==> src/hw/ssim_pkg.sv <==
// Constants for the serial interrupt mask block.
// Assumes one 25 MHz clock and an Avalon-MM register slave.
//
// Contract
// - Enable write one sets end-of-reception mask
// - Enable sets buffer full, compare, sync masks
// - Disable port write-only, ones clear masks
// - Disable low byte maps eight core sources
// - Disable bits 8-11 compare and sync
// - Disable bit 5 clears overrun mask
// - Disable bit 10 clears tx sync mask
// - Mask view read-only, one means enabled
// - Mask view same positions, rx sync bit 11
// - Mask view compare b at bit 9
// - Compare and sync flags clear on read
// - Overrun sets on load before read
package ssim_pkg;
  localparam int          NSRC           = 12;
  localparam int          AW             = 4;
  localparam logic [3:0]  OFS_STATUS     = 4'h0;
  localparam logic [3:0]  OFS_ENABLE     = 4'h1;
  localparam logic [3:0]  OFS_DISABLE    = 4'h2;
  localparam logic [3:0]  OFS_MASK       = 4'h3;
  localparam logic [3:0]  OFS_EVT        = 4'h4;
  localparam logic [3:0]  OFS_EVT_MASK   = 4'h5;
  localparam int          B_TX_HOLD_FREE = 0;
  localparam int          B_TX_ALL_DONE  = 1;
  localparam int          B_TX_DMA_END   = 2;
  localparam int          B_TX_DMA_EMPTY = 3;
  localparam int          B_RX_HOLD_FULL = 4;
  localparam int          B_RX_OVERRUN   = 5;
  localparam int          B_RX_DMA_END   = 6;
  localparam int          B_RX_DMA_FULL  = 7;
  localparam int          B_CMP_A        = 8;
  localparam int          B_CMP_B        = 9;
  localparam int          B_TX_SYNC      = 10;
  localparam int          B_RX_SYNC      = 11;
  localparam logic [11:0] MASK_RESET     = 12'h000;
  localparam logic [11:0] STICKY_BITS    = 12'hf20;
  localparam logic [11:0] EVT_RESET      = 12'h000;
endpackage : ssim_pkg

==> src/hw/ssim_flags.sv <==
// Status flags of the serial core: levels pass, events stick until read.
// Assumes same-clock strobes from the serial core.
module ssim_flags (
  input  wire logic        i_core_clk,
  input  wire logic        i_srst,
  input  wire logic [7:0]  i_levels,
  input  wire logic [3:0]  i_evt_pulse,
  input  wire logic        i_rx_load,
  input  wire logic        i_rx_data_read,
  input  wire logic        i_status_read,
  output logic      [11:0] o_flags,
  output logic      [4:0]  o_evt_new
);
  logic [4:0] sticky;
  logic [4:0] next_sticky;
  logic       unread;
  logic       next_unread;
  logic [4:0] set_vec;

  always_comb begin
    set_vec = {i_evt_pulse[3:0], i_rx_load & unread & ~i_rx_data_read};
    next_sticky = sticky & ~{5{i_status_read}};
    // overrun on reload; set wins over clear
    next_sticky = next_sticky | set_vec;
    next_unread = unread;
    if (i_rx_data_read) begin
      next_unread = 1'b0;
    end
    if (i_rx_load) begin
      next_unread = 1'b1;
    end
  end

  always_ff @(posedge i_core_clk) begin
    if (i_srst) begin
      sticky <= '0;
      unread <= 1'b0;
    end else begin
      sticky <= next_sticky;
      unread <= next_unread;
    end
  end

  assign o_flags   = {sticky[4:1], i_levels[7:6], sticky[0], i_levels[4:0]};
  assign o_evt_new = set_vec;

  AST_OVR_SET: assert property (@(posedge i_core_clk) disable iff (i_srst)
    i_rx_load && unread && !i_rx_data_read |=> sticky[0])
    else $error("overrun not flagged");
  AST_RD_CLR: assert property (@(posedge i_core_clk) disable iff (i_srst)
    i_status_read && i_evt_pulse == 4'h0 |=> sticky[4:1] == 4'h0)
    else $error("event flags not cleared by read");
endmodule : ssim_flags

==> src/hw/ssim_top.sv <==
// Interrupt mask logic of a synchronous serial controller.
// Assumes Avalon-MM master on the same clock and same-clock core flags.
//
// Decided for this implementation: register access over Avalon-MM and the register addresses.
module ssim_top (
  input  wire logic                   i_core_clk,
  input  wire logic                   i_srst,
  input  wire logic [ssim_pkg::AW-1:0] i_avs_address,
  input  wire logic                   i_avs_read,
  input  wire logic                   i_avs_write,
  input  wire logic [31:0]            i_avs_writedata,
  input  wire logic [3:0]             i_avs_byteenable,
  output logic      [31:0]            o_avs_readdata,
  output logic                        o_avs_waitrequest,
  input  wire logic [7:0]             i_core_levels,
  input  wire logic [3:0]             i_core_evt,
  input  wire logic                   i_rx_load,
  input  wire logic                   i_rx_data_read,
  output logic                        o_core_irq,
  output logic                        o_evt_irq
);
  logic [11:0] mask;
  logic [11:0] next_mask;
  logic [4:0]  evt;
  logic [4:0]  next_evt;
  logic [4:0]  evt_mask;
  logic [4:0]  next_evt_mask;
  logic [31:0] next_rdata;
  logic        ack;
  logic        next_ack;
  logic        next_irq;
  logic        next_evt_irq;
  logic        next_wreq;
  logic        status_rd;
  logic [11:0] flags;
  logic [4:0]  evt_new;
  logic [11:0] wd;
  logic        wr_en;
  logic        wr_dis;
  logic        acc;

  // One wait state: first cycle stalls, second completes
  assign acc       = (i_avs_read | i_avs_write) & ~ack;
  assign wd        = i_avs_writedata[11:0] & {{4{i_avs_byteenable[1]}}, {8{i_avs_byteenable[0]}}};
  assign wr_en     = i_avs_write & ack & (i_avs_address == ssim_pkg::OFS_ENABLE);
  assign wr_dis    = i_avs_write & ack & (i_avs_address == ssim_pkg::OFS_DISABLE);
  assign status_rd = i_avs_read & acc & (i_avs_address == ssim_pkg::OFS_STATUS);

  ssim_flags ssim_flags_inst (
    .i_core_clk     (i_core_clk),
    .i_srst         (i_srst),
    .i_levels       (i_core_levels),
    .i_evt_pulse    (i_core_evt),
    .i_rx_load      (i_rx_load),
    .i_rx_data_read (i_rx_data_read),
    .i_status_read  (status_rd),
    .o_flags        (flags),
    .o_evt_new      (evt_new)
  );

  always_comb begin
    next_mask = mask;
    if (wr_en) begin
      next_mask = next_mask | wd;
    end
    if (wr_dis) begin
      next_mask = next_mask & ~wd;
    end
    if (i_avs_write && ack && i_avs_address == ssim_pkg::OFS_EVT_MASK) begin
      next_evt_mask = wd[4:0];
    end else begin
      next_evt_mask = evt_mask;
    end
    // Sticky event log, write one clears, set wins
    next_evt = evt;
    if (i_avs_write && ack && i_avs_address == ssim_pkg::OFS_EVT) begin
      next_evt = evt & ~wd[4:0];
    end
    next_evt = next_evt | evt_new;
    next_ack = acc;
    next_wreq = ~acc;
    next_rdata = o_avs_readdata;
    if (acc && i_avs_read) begin
      case (i_avs_address)
        ssim_pkg::OFS_STATUS:   next_rdata = {20'h00000, flags};
        ssim_pkg::OFS_MASK:     next_rdata = {20'h00000, mask};
        ssim_pkg::OFS_EVT:      next_rdata = {27'h0000000, evt};
        ssim_pkg::OFS_EVT_MASK: next_rdata = {27'h0000000, evt_mask};
        default:                next_rdata = 32'h0000_0000;
      endcase
    end
    next_irq     = |(flags & mask);
    next_evt_irq = |(evt & evt_mask);
  end

  always_ff @(posedge i_core_clk) begin
    if (i_srst) begin
      mask           <= ssim_pkg::MASK_RESET;
      evt            <= 5'h00;
      evt_mask       <= 5'h00;
      ack            <= 1'b0;
      o_avs_waitrequest <= 1'b1;
      o_avs_readdata <= 32'h0000_0000;
      o_core_irq     <= 1'b0;
      o_evt_irq      <= 1'b0;
    end else begin
      mask           <= next_mask;
      evt            <= next_evt;
      evt_mask       <= next_evt_mask;
      ack            <= next_ack;
      o_avs_waitrequest <= next_wreq;
      o_avs_readdata <= next_rdata;
      o_core_irq     <= next_irq;
      o_evt_irq      <= next_evt_irq;
    end
  end

  AST_EN_SET: assert property (@(posedge i_core_clk) disable iff (i_srst)
    wr_en && !wr_dis |=> (mask & $past(wd)) == $past(wd))
    else $error("enable did not set mask");
  AST_EN_KEEP: assert property (@(posedge i_core_clk) disable iff (i_srst)
    wr_en |=> (mask & ~$past(wd)) == ($past(mask) & ~$past(wd)))
    else $error("enable zero bits changed mask");
  AST_DIS_CLR: assert property (@(posedge i_core_clk) disable iff (i_srst)
    wr_dis |=> (mask & $past(wd)) == 12'h000)
    else $error("disable did not clear mask");
  AST_DIS_KEEP: assert property (@(posedge i_core_clk) disable iff (i_srst)
    wr_dis && !wr_en |=> mask == ($past(mask) & ~$past(wd)))
    else $error("disable zero bits changed mask");
  AST_OVR_OFF: assert property (@(posedge i_core_clk) disable iff (i_srst)
    wr_dis && wd[ssim_pkg::B_RX_OVERRUN] |=> !mask[ssim_pkg::B_RX_OVERRUN])
    else $error("overrun mask not cleared");
  AST_TXS_OFF: assert property (@(posedge i_core_clk) disable iff (i_srst)
    wr_dis && wd[ssim_pkg::B_TX_SYNC] |=> !mask[ssim_pkg::B_TX_SYNC])
    else $error("tx sync mask not cleared");
  AST_MASK_RD: assert property (@(posedge i_core_clk) disable iff (i_srst)
    acc && i_avs_read && i_avs_address == ssim_pkg::OFS_MASK
      |=> o_avs_readdata == {20'h00000, $past(mask)})
    else $error("mask view readback wrong");
  AST_IRQ: assert property (@(posedge i_core_clk) disable iff (i_srst)
    ##1 o_core_irq == |($past(flags) & $past(mask)))
    else $error("irq does not follow flags and mask");
  AST_MASK_HOLD: assert property (@(posedge i_core_clk) disable iff (i_srst)
    !wr_en && !wr_dis |=> mask == $past(mask))
    else $error("mask changed without enable or disable write");
  AST_WAIT: assert property (@(posedge i_core_clk) disable iff (i_srst)
    (i_avs_read || i_avs_write) && o_avs_waitrequest |=> !o_avs_waitrequest)
    else $error("slave did not answer in one wait");
  AST_HI_ZERO: assert property (@(posedge i_core_clk) disable iff (i_srst)
    o_avs_readdata[31:12] == 20'h00000)
    else $error("upper bits nonzero");
  AST_CMPB: assert property (@(posedge i_core_clk) disable iff (i_srst)
    !mask[ssim_pkg::B_CMP_B] && flags == 12'h200 |=> !o_core_irq)
    else $error("compare b irq while disabled");

  COV_EN: cover property (@(posedge i_core_clk) wr_en);
  COV_DIS: cover property (@(posedge i_core_clk) wr_dis);
  COV_IRQ: cover property (@(posedge i_core_clk) o_core_irq);
  COV_EVT: cover property (@(posedge i_core_clk) o_evt_irq);
endmodule : ssim_top

==> config.mk <==
export PLATFORM = sky130hd
export DESIGN_NAME = ssim_top
export DESIGN_NICKNAME = d
export VERILOG_FILES = /design/src/hw/ssim_pkg.sv /design/src/hw/ssim_flags.sv /design/src/hw/ssim_top.sv
export SDC_FILE = /design/constraint.sdc
export NUM_CORES = 1
export LEC_CHECK = 0
export BUFFER_PORTS_ARGS = -buffer_cell sky130_fd_sc_hd__buf_4
export CAP_MARGIN = 10
export CORE_MARGIN = 2
export CORE_UTILIZATION = 35
export CTS_CLUSTER_DIAMETER = 60
export DETAILED_ROUTE_END_ITERATION = 10
export GPL_TIMING_DRIVEN = 0
export PLACE_DENSITY_LB_ADDON = 0.12
export SYNTH_ARGS = -nofsm -noshare
export SYNTH_HDL_FRONTEND = slang
export SYNTH_HIERARCHICAL = 1
export SYNTH_SLANG_ARGS = --single-unit
==> constraint.sdc <==
create_clock -name i_core_clk -period 1.3 [get_ports i_core_clk]
set_input_delay 0.065 -clock i_core_clk [delete_from_list [all_inputs] [get_ports i_core_clk]]
set_output_delay 0.065 -clock i_core_clk [all_outputs]
set_load 0.03 [all_outputs]
# Word-level counts from Yosys, hierarchy flattened
# Index checks and enable logic that the tools add are counted.
dict set report totals {
  ff_bits 64
  wordCells 53
}
dict set report op_classes {
  n_eq_ne 5
  muxes 6
  bitwise_logic 24
  reduce_logical 8
}
# operator count
set op_table {}
lappend op_table {{12-bit case mux with 4 select lines} 1}
lappend op_table {{12-bit bitwise AND} 3}
lappend op_table {{12-bit 2-to-1 mux} 2}
lappend op_table {{5-bit bitwise AND} 3}
lappend op_table {{12-bit NOT} 1}
lappend op_table {{12-bit OR} 1}
lappend op_table {{12-bit OR reduction} 1}
lappend op_table {{5-bit NOT} 2}
lappend op_table {{5-bit OR} 2}
lappend op_table {{1-bit bitwise AND} 8}
lappend op_table {{4-bit by 2-bit == test with 1-bit output, second input constant} 2}
lappend op_table {{4-bit by 3-bit == test with 1-bit output, second input constant} 2}
lappend op_table {{5-bit 2-to-1 mux} 1}
lappend op_table {{5-bit OR reduction} 1}
lappend op_table {{4-bit by 1-bit == test with 1-bit output, second input constant} 1}
lappend op_table {{1-bit logical AND} 4}
lappend op_table {{4-bit logical NOT} 1}
lappend op_table {{1-bit NOT} 3}
lappend op_table {{1-bit 2-to-1 mux} 2}
lappend op_table {{2-bit nonzero test} 1}
lappend op_table {{1-bit OR} 1}

# Longest topological paths before layout
# Gate-level depths: netlist of the first run.
dict set report logic_depth {
  depth_word 7
  depth_mapped 5
  mapped_depth_nobuf 4
}

# By module
# The synthesis of the first run kept the hierarchy.
# module instances cells_each area_per_inst_um2
set by_module_without_submodules {}
lappend by_module_without_submodules {ssim_top 1 214 1830.5}
lappend by_module_without_submodules {ssim_flags 1 35 304.0}

# Worst setup path before layout of the first run
# No wires, ideal clock.
dict set report synth_timing {
  kind {in2reg}
  from {input i_avs_address[1] (netlist name)}
  to {register ssim_flags_inst.sticky[0]}
  arrival_time_ps 1282
  setup_slack_ps -97
  path_stages 5
  n_path_buf 1
  path_cell_list {nor4_1 -> buf_2 -> and3_1 -> and2b_1 -> o21ba_1}
}
dict set report synth_via {
  elab_chain_cells 5
}
# element line_no
set synth_rtl {}
lappend synth_rtl {{start, declared} ssim_top.sv:8} ;# input wire logic [ssim_pkg::AW-1:0] i_avs_address,
lappend synth_rtl {{4-bit logical NOT} ssim_top.sv:47} ;# assign status_rd = i_avs_read & acc & (i_avs_address == ssim_pkg::OFS_STATUS);
lappend synth_rtl {{1-bit bitwise AND} ssim_top.sv:47}
lappend synth_rtl {{via status_rd} ssim_top.sv:34} ;# logic status_rd;
lappend synth_rtl {{5-bit NOT} ssim_flags.sv:22} ;# next_sticky = sticky & ~{5{i_status_read}};
lappend synth_rtl {{5-bit bitwise AND} ssim_flags.sv:22}
lappend synth_rtl {{5-bit OR} ssim_flags.sv:24} ;# next_sticky = next_sticky | set_vec;
lappend synth_rtl {{end signal, assigned} ssim_flags.sv:39} ;# sticky <= next_sticky;
lappend synth_rtl {{end, declared} ssim_flags.sv:14} ;# logic [4:0] sticky;
# The timed path passes the listed nets, and every way through them passes these cells.
# A chain may end at the register's enable or synchronous reset.

# Worst setup path after layout of the first run
dict set report layout_timing {
  from {register ack}
  to {register mask[0]}
}
dict set report layout_via {
  elab_chain_cells 5
}
# element line_no
set layout_rtl {}
lappend layout_rtl {{start, declared} ssim_top.sv:29} ;# logic ack;
lappend layout_rtl {{start signal, assigned} ssim_top.sv:110} ;# ack <= next_ack;
lappend layout_rtl {{1-bit bitwise AND (*)} {ssim_top.sv:45, ssim_top.sv:46}}
lappend layout_rtl {{1-bit bitwise AND} ssim_top.sv:45} ;# assign wr_en = i_avs_write & ack & (i_avs_address == ssim_pkg::OFS_ENABLE);
lappend layout_rtl {{12-bit 2-to-1 mux} ssim_top.sv:63} ;# if (wr_en) begin
lappend layout_rtl {{12-bit bitwise AND} ssim_top.sv:67} ;# next_mask = next_mask & ~wd;
lappend layout_rtl {{12-bit 2-to-1 mux (*)} ssim_top.sv:66} ;# if (wr_dis) begin
lappend layout_rtl {{end signal, assigned} ssim_top.sv:98} ;# mask <= ssim_pkg::MASK_RESET;
lappend layout_rtl {{end signal, assigned} ssim_top.sv:107} ;# mask <= next_mask;
lappend layout_rtl {{end, declared} ssim_top.sv:22} ;# logic [11:0] mask;
# Every way passes the cells marked *; elsewhere a longest branch is shown, timed or not.

==> metrics.md, run 1 <==
| Metric | Value |
|---|---|
| Global-route wire length before repair | 8963 um |
| Clk pwr share | 0.358 |
| Register bit count reported by yosys | 44 |
| # nets final | 387 |
| DRC errors left | 0 |
| Critical hold path startpoint | i_avs_writedata[3] |
| Drt total wl | 5753 um |
| Global placement routability congestion | 0.8667 |
| Final period util | 1.023 |
| Comb pwr share | 0.156 |
| Maximum clock path buffer count | 2 |
| Switching pwr | 0.7380 mW |
| PwrDens | 988.9 nW/um^2 |
| Syn avg cell area | 8.572 sq um |
| Initial antenna violation count | 0 |
| First drt pass iteration count | 4 |
| Wirelength per Cell | 14.20 um |
| Root Buffer | clkbuf_8 |
| Die area | 6740 sq um |
| Grt total ovfl | 0 |
| Reg2Reg Setup Slack | -30 ps |
| Post-synth EDFFs | 0 |
| Worst slew pin tran | 534.2 ps |
| Status | finished with violations |
| Hold Path Class | input port to flip-flop |
| Slew headroom | 0.6439 |
| Post-DRT Antenna Nets | 0 |
| Setup violators final | 6 |
| Reg-to-Reg Start | ack$_SDFF_PP0_ |
| Vias post-DR | 2037 |
| Site Rows | 28 |
| Core region area | 5921 sq um |
| Die W | 82.10 um |
| CTS buffer count | 5 |
| Mapped Cells | 249 |
| CTS sink count | 44 |
| Hold-critical path endpoint | mask[3]$_SDFF_PP0_ |
| Hold depth | 2 |
| Fin crit period | 1330 ps |
| DR vias/cell | 5.030 |
| Ys Warns | 6 |
| CTS tree | yes |
| Worst Path Required | 1510 ps |
| Startpoint Class | flip-flop |
| Sw Share | 0.2560 |
| Pin count of the biggest net entering global routing | 14 |
| Fin util | 0.4924 |
| Failing checks | setup timing |
| Vias in the first global route | 1852 |
| Post-Place Setup Slack | -394.4 ps |
| Synthesized cell area | 2135 sq um |
| Final hold violation count | 0 |
| Ys flop type | dfxtp_1 |
| Ratio of cells with drive above 1 in the final layout | 0.3121 |
| Die height | 82.10 um |
| RSZ-0062 raised after global routing | true |
| VDD IR-drop max | 0.5616 mV |
| # Max-Cap Violations | 0 |
| Initial Util | 0.3605 |
| Flop pwr share | 0.487 |
| Worst setup margin | -29.89 ps |
| DR iter-0 viols | 112 |
| Fin. max-slew vios | 0 |
| Setup CP Type | flip-flop to flip-flop |
| Crit path DAT | 1540 ps |
| Area Overhead vs Synth | 36.58% |
| P_int | 2.145 mW |
| Worst Path Max Fanout | 5 |
| P_leak | 1.231 nW |
| Clock latency on the worst-skew pair | 300 ps |
| Synth cell types | 33 |
| I/O Pins | 93 |
| Register area share after synthesis | 0.4127 |
| Critical Path Sink Type | flip-flop |
| Total Routing Usage GR | 0.1759 |
| RR Endpoint | mask[0]$_SDFF_PP0_ |
| HPWL Detailed | 4340 um |
| Port bufs | 40 |
| F_max | 751.9 MHz |
| N_diodes | 0 |
| Clock Skews | 10.46 ps |
| Reg2Reg Depth | 5 |
| CTS H-Tree Depth | 2 |
| Reg clk slew, reported paths | 90 ps |
| Async SR Flop Fraction | 0 |
==> worst max-delay path, cell delays in order (launching register included) <==
cell and delay [ps]:
dfxtp_2 350, and2_4 150, and4b_2 270, buf_6 140, a31oi_4 90, a311oi_2 250
==> cell type report <==
cell class / count / area, sq um
plain buffers: 46 / 310.3
clock buffers: 6 / 72.57
clock inverters: 2 / 35.03
fillers: 598 / 3005
inverters: 12 / 45.04
multi-input cells: 166 / 1049
flip-flops and latches: 44 / 882.1
well taps: 75 / 93.84
repair buffers: 54 / 427.9
==> metrics by stage <==
stage	hold slack, ps	instances	area (sq um)	setup TNS, ps	power (mW)
final	7.815	405	2915	-51.31	2.883
after floorplan	134.1	268	2212	0	1.694
after global routing	3.886	405	2915	-754.6	3.001
after detailed placement	282.0	383	2606	-6741	1.831
after global placement	278.0	383	2606	-6623	1.830
after CTS	2.061	401	2845	0	2.877
==> power by group through the flow <==
stage | registers, mW | clock network [mW] | logic [mW]
after global placement | 1.43 | 0 | 0.398
after detailed placement | 1.43 | 0 | 0.399
after CTS | 1.40 | 1.04 | 0.434
after floorplan | 1.43 | 0 | 0.264
after global routing | 1.41 | 1.10 | 0.489
final | 1.40 | 1.03 | 0.449
==> sequential cells by signal, indices dropped and copies added (netlist names) <==
name and flops:
o_avs_readdata 12, ack 1, o_evt_irq 1, ssim_flags_inst/unread 1, mask 12, ssim_flags_inst/sticky 5, o_core_irq 1, evt 5
o_avs_waitrequest 1, evt_mask 5
==> synthesized netlist by cell type, types with 2 or more instances <==
| cell type | n | share of area |
|---|---|---|
| dfxtp_1 | 44 | 0.41 |
| buf_4 | 31 | 0.11 |
| a21oi_1 | 22 | 0.052 |
| a22oi_1 | 18 | 0.063 |
| nand2_1 | 17 | 0.030 |
| o21ai_0 | 17 | 0.040 |
| a31oi_1 | 13 | 0.038 |
| a311oi_1 | 12 | 0.049 |
| inv_1 | 12 | 0.021 |
| nor2_1 | 9 | 0.016 |
| clkbuf_1 | 8 | 0.014 |
| buf_2 | 6 | 0.014 |
| nand3_1 | 6 | 0.014 |
| mux2i_1 | 5 | 0.023 |
| nand2b_1 | 5 | 0.015 |
| a221oi_1 | 3 | 0.012 |
| a22o_1 | 3 | 0.012 |
| and3_1 | 2 | 0.0059 |
| and4b_1 | 2 | 0.0094 |
==> repair_timing <==
item / in CTS / in global routing
pin swaps: 2 / 13
hold endpoints to repair: 13 / 0
hold buffers: 9 / 0
setup endpoints to repair: 28 / 29
resized for setup: 11 / 16
cloned: 0 / 1
setup buffers: 1 / 3
==> layer usage <==
layer  vias up  part of all wire  track usage
li1       1019                 -            -
met1       934              0.45       0.2362
met2        71              0.46       0.2715
met3        13             0.063      0.03696
met4         0             0.021      0.07833
met5         -                 0            0
==> logic make-up after synthesis <==
logic type	after synthesis	share of synthesized area
buf+inv	58	0.1600
other cells	1	0.001757
xor+xnor	1	0.004104
flops	44	0.4127
mux	5	0.02345
compound gates	91	0.2796
simple gates	49	0.1184
==> worst max path at each step <==
stage	from	endpoint	slack, ps	cells after the start
2_1_floorplan	ack$_SDFF_PP0_	o_avs_readdata[2]$_SDFFE_PP0P_	1	5
3_3_place_gp	i_avs_address[1]	ssim_flags_inst/sticky[0]$_SDFF_PP0_	-400	6
3_5_place_dp	i_avs_address[1]	ssim_flags_inst/sticky[0]$_SDFF_PP0_	-390	6
4_1_cts	ack$_SDFF_PP0_	mask[2]$_SDFF_PP0_	0.3	5
5_1_grt	ack$_SDFF_PP0_	mask[2]$_SDFF_PP0_	-90	5
6_report	ack$_SDFF_PP0_	mask[0]$_SDFF_PP0_	-30	5
==> cells in the final DEF (no fill, tap or decap), drive strengths merged <==
master,count
buf,84
dfxtp,44
a21oi,22
conb,20
a22oi,18
nand2,17
o21ai,17
a31oi,13
clkbuf,13
inv,12
a311oi,12
dlygate4sd3,9
nor2,9
nand3,6
mux2i,5
nand2b,5
a22o,3
a221oi,3
and3,2
and4b,2
or3b,2
nor4,1
and2,1
nor2b,1
xnor2,1
nand4,1
o21a,1
a222oi,1
bufinv,1
clkinv,1
and3b,1
and2b,1
o21ba,1
(Power assumes the default switching activity.)
==> run 2, diff against run 1 <==
- CTS_BUF_LIST: unset -> sky130_fd_sc_hd__clkbuf_8
- clock period: 1.3 -> 1.21 ns (I/O delays scaled with it)
==> run 2 against run 1 <==
- final area is 0.82% higher
- count of clock-buffer cells in the layout stayed put
- cell count is 0.74% higher
- critical path depth stayed put
- the run still ends with setup timing left
- setup slack worse by 66 ps
- combinational power is 9.6% higher
- sequential share of layout area is 0.24 points lower
- total power is 2.3% higher
- clock power is 8% lower
- first-iteration DRC count is 8.9% higher
- sequential power is 8% higher
==> metrics.md, run 2 (same netlist as run 1, synthesis figures left out) <==
| Metric | Value |
|---|---|
| Status | finished with violations |
| Failing checks | setup timing |
| Die area | 6740 sq um (unchanged) |
| DR iter-0 viols | 122 (+8.9%) |
| Clock Skews | 7.253 ps (-3.205 ps) |
| PwrDens | 1003 nW/um^2 (+1.5%) |
| Commonest non-fill, non-tap cells in the layout | buf_4 (74), dfxtp_1 (43), a21oi_1 (21), conb_1 (20), a22oi_1 (18) |
| Area Overhead vs Synth | 37.69% |
| Startpoint Class | flip-flop |
| Clock latency on the worst-skew pair | 300 ps (about the same) |
| RSZ-0062 raised after global routing | true |
| F_max | 765.6 MHz (+1.8%) |
| DRC errors left | 0 (unchanged) |
| First drt pass iteration count | 4 (unchanged) |
| Pin count of the biggest net entering global routing | 14 (unchanged) |
| Initial Util | 0.3605 (unchanged) |
| Placed insts | 383 (unchanged) |
| CTS H-Tree Depth | 2 (unchanged) |
| Initial antenna violation count | 0 (unchanged) |
| Global placement routability congestion | 0.8140 (-6.1%) |
| Final hold violation count | 0 (unchanged) |
| Global-route wire length before repair | 8901 um (-0.69%) |
| Site Rows | 28 (unchanged) |
| Setup CP Type | flip-flop to flip-flop |
| Worst Path Required | 1420 ps (-90 ps) |
| N_diodes | 0 (unchanged) |
| Grt total ovfl | 0 (unchanged) |
| Port bufs | 40 (unchanged) |
| Reg clk slew, reported paths | 80 ps (about the same) |
| Post-Place Setup Slack | -448.8 ps (-54.41 ps) |
| # Max-Cap Violations | 0 (unchanged) |
| Core region area | 5921 sq um (unchanged) |
| Die height | 82.10 um (unchanged) |
| HPWL Detailed | 4295 um (-1.0%) |
| Worst setup margin | -96.15 ps (-66.26 ps) |
| Root Buffer | clkbuf_8 |
| Final period util | 1.079 (+0.05647) |
| Slew headroom | 0.6574 (+0.01356) |
| CTS tree | yes |
| Reg-to-Reg Start | ack$_SDFF_PP0_ |
| Die W | 82.10 um (unchanged) |
| Crit path DAT | 1510 ps (-30 ps) |
| Worst setup startpoint | ack$_SDFF_PP0_ |
| # nets final | 390 (+0.78%) |
| Setup violators final | 17 (+11) |
| VDD IR-drop max | 0.5153 mV (-8.2%) |
| I/O Pins | 93 (unchanged) |
| Hold slack | 13.70 ps (+5.889 ps) |
| Drt total wl | 5658 um (-1.7%) |
| Setup_tns | -938.3 ps (-887.0 ps) |
| CTS sink count | 44 (unchanged) |
| Wirelength per Cell | 13.87 um (-2.4%) |
| Worst slew pin tran | 513.8 ps (-20.34 ps) |
| Total Routing Usage GR | 0.1752 (-0.0007283) |
| Fin crit period | 1306 ps (-23.74 ps) |
| Largest regs | mask: 12 flops, o_avs_readdata: 12 flops |
| CTS buffer count | 5 (unchanged) |
| Fin. max-slew vios | 0 (unchanged) |
| Critical hold path startpoint | i_core_evt[0] |
| Vias in the first global route | 1774 (-4.2%) |
| P_leak | 1.240 nW (+0.74%) |
| Ratio of cells with drive above 1 in the final layout | 0.3123 (about the same) |
| Fin util | 0.4964 (+0.004015) |
| Fin cells | 408 (+0.74%) |
| Vias post-DR | 2001 (-1.8%) |
| Hold Path Class | input port to flip-flop |
| Post-DRT Antenna Nets | 0 (unchanged) |
| DR vias/cell | 4.904 (-2.5%) |
| Commonest non-fill, non-tap cell in the layout | buf_4 |
| Maximum clock path buffer count | 2 (unchanged) |
| Worst Path Max Fanout | 5 (unchanged) |
| Critical Path Sink Type | flip-flop |
-- run 2: cell types whose count changed in the layout (fill, tap and decap cells not counted), sizes merged --
cell	delta
clkinv	+1
buf	-1
bufinv	-1
dlygate4sd3	+4
-- run 2: worst max-delay path, stage by stage, from the launching register on --
cell and delay [ps]:
dfxtp_2 350, and2_4 150, and4b_2 280, buf_6 140
a31oi_1 90, a311oi_1 210
-- run 2: stage by stage --
step	total power, mW	instance area (sq um)
after detailed placement	1.972	2619
after CTS	2.968	2903
final	2.949	2939
after floorplan	1.823	2225
after global placement	1.968	2619
after global routing	3.104	2939
-- run 2: area by class of cell --
type                            instances  area [sq um]
Buffer                                 46         320.3
Clock buffer                            6         82.58
Clock inverter                          2         10.01
Fill cell                             605          2982
Inverter                               12         45.04
Multi-Input combinational cell        166          1041
Sequential cell                        44         882.1
Tap cell                               75         93.84
Timing Repair Buffer                   57         464.2
-- run 2: worst paths after layout --
check,endpoint,slack (ps),cells past startpoint
max,mask[5]$_SDFF_PP0_,-100,5
min,ssim_flags_inst/sticky[1]$_SDFF_PP0_,10,3
max reg2reg,mask[5]$_SDFF_PP0_,-100,5
min reg2reg,o_avs_readdata[6]$_SDFFE_PP0P_,460,2
-- run 2: where the power goes --
group	switching, mW	total [mW]	internal (mW)
combinational	0.270	0.492	0.222
sequential	0.0292	1.51	1.48
clock	0.493	0.949	0.456
-- run 2: timing repair --
item                                    CTS  global route
pin swaps                                 7             1
cloned                                    1             0
hold buffers                             13             0
endpoints found under the setup margin   32            26
setup buffers                             2             1
gates resized for setup                  12             9
endpoints found under the hold margin    17             0
-- run 2: metal layers --
metal | part of all wire | routed length (um) | vias up | track usage
met3 | 0.059 | 331 | 8 | 0.03587
met4 | 0.014 | 80 | 0 | 0.06000
met2 | 0.46 | 2625 | 62 | 0.2837
met1 | 0.46 | 2620 | 902 | 0.2321
met5 | 0 | 0 | - | 0
li1 | - | - | 1029 | -
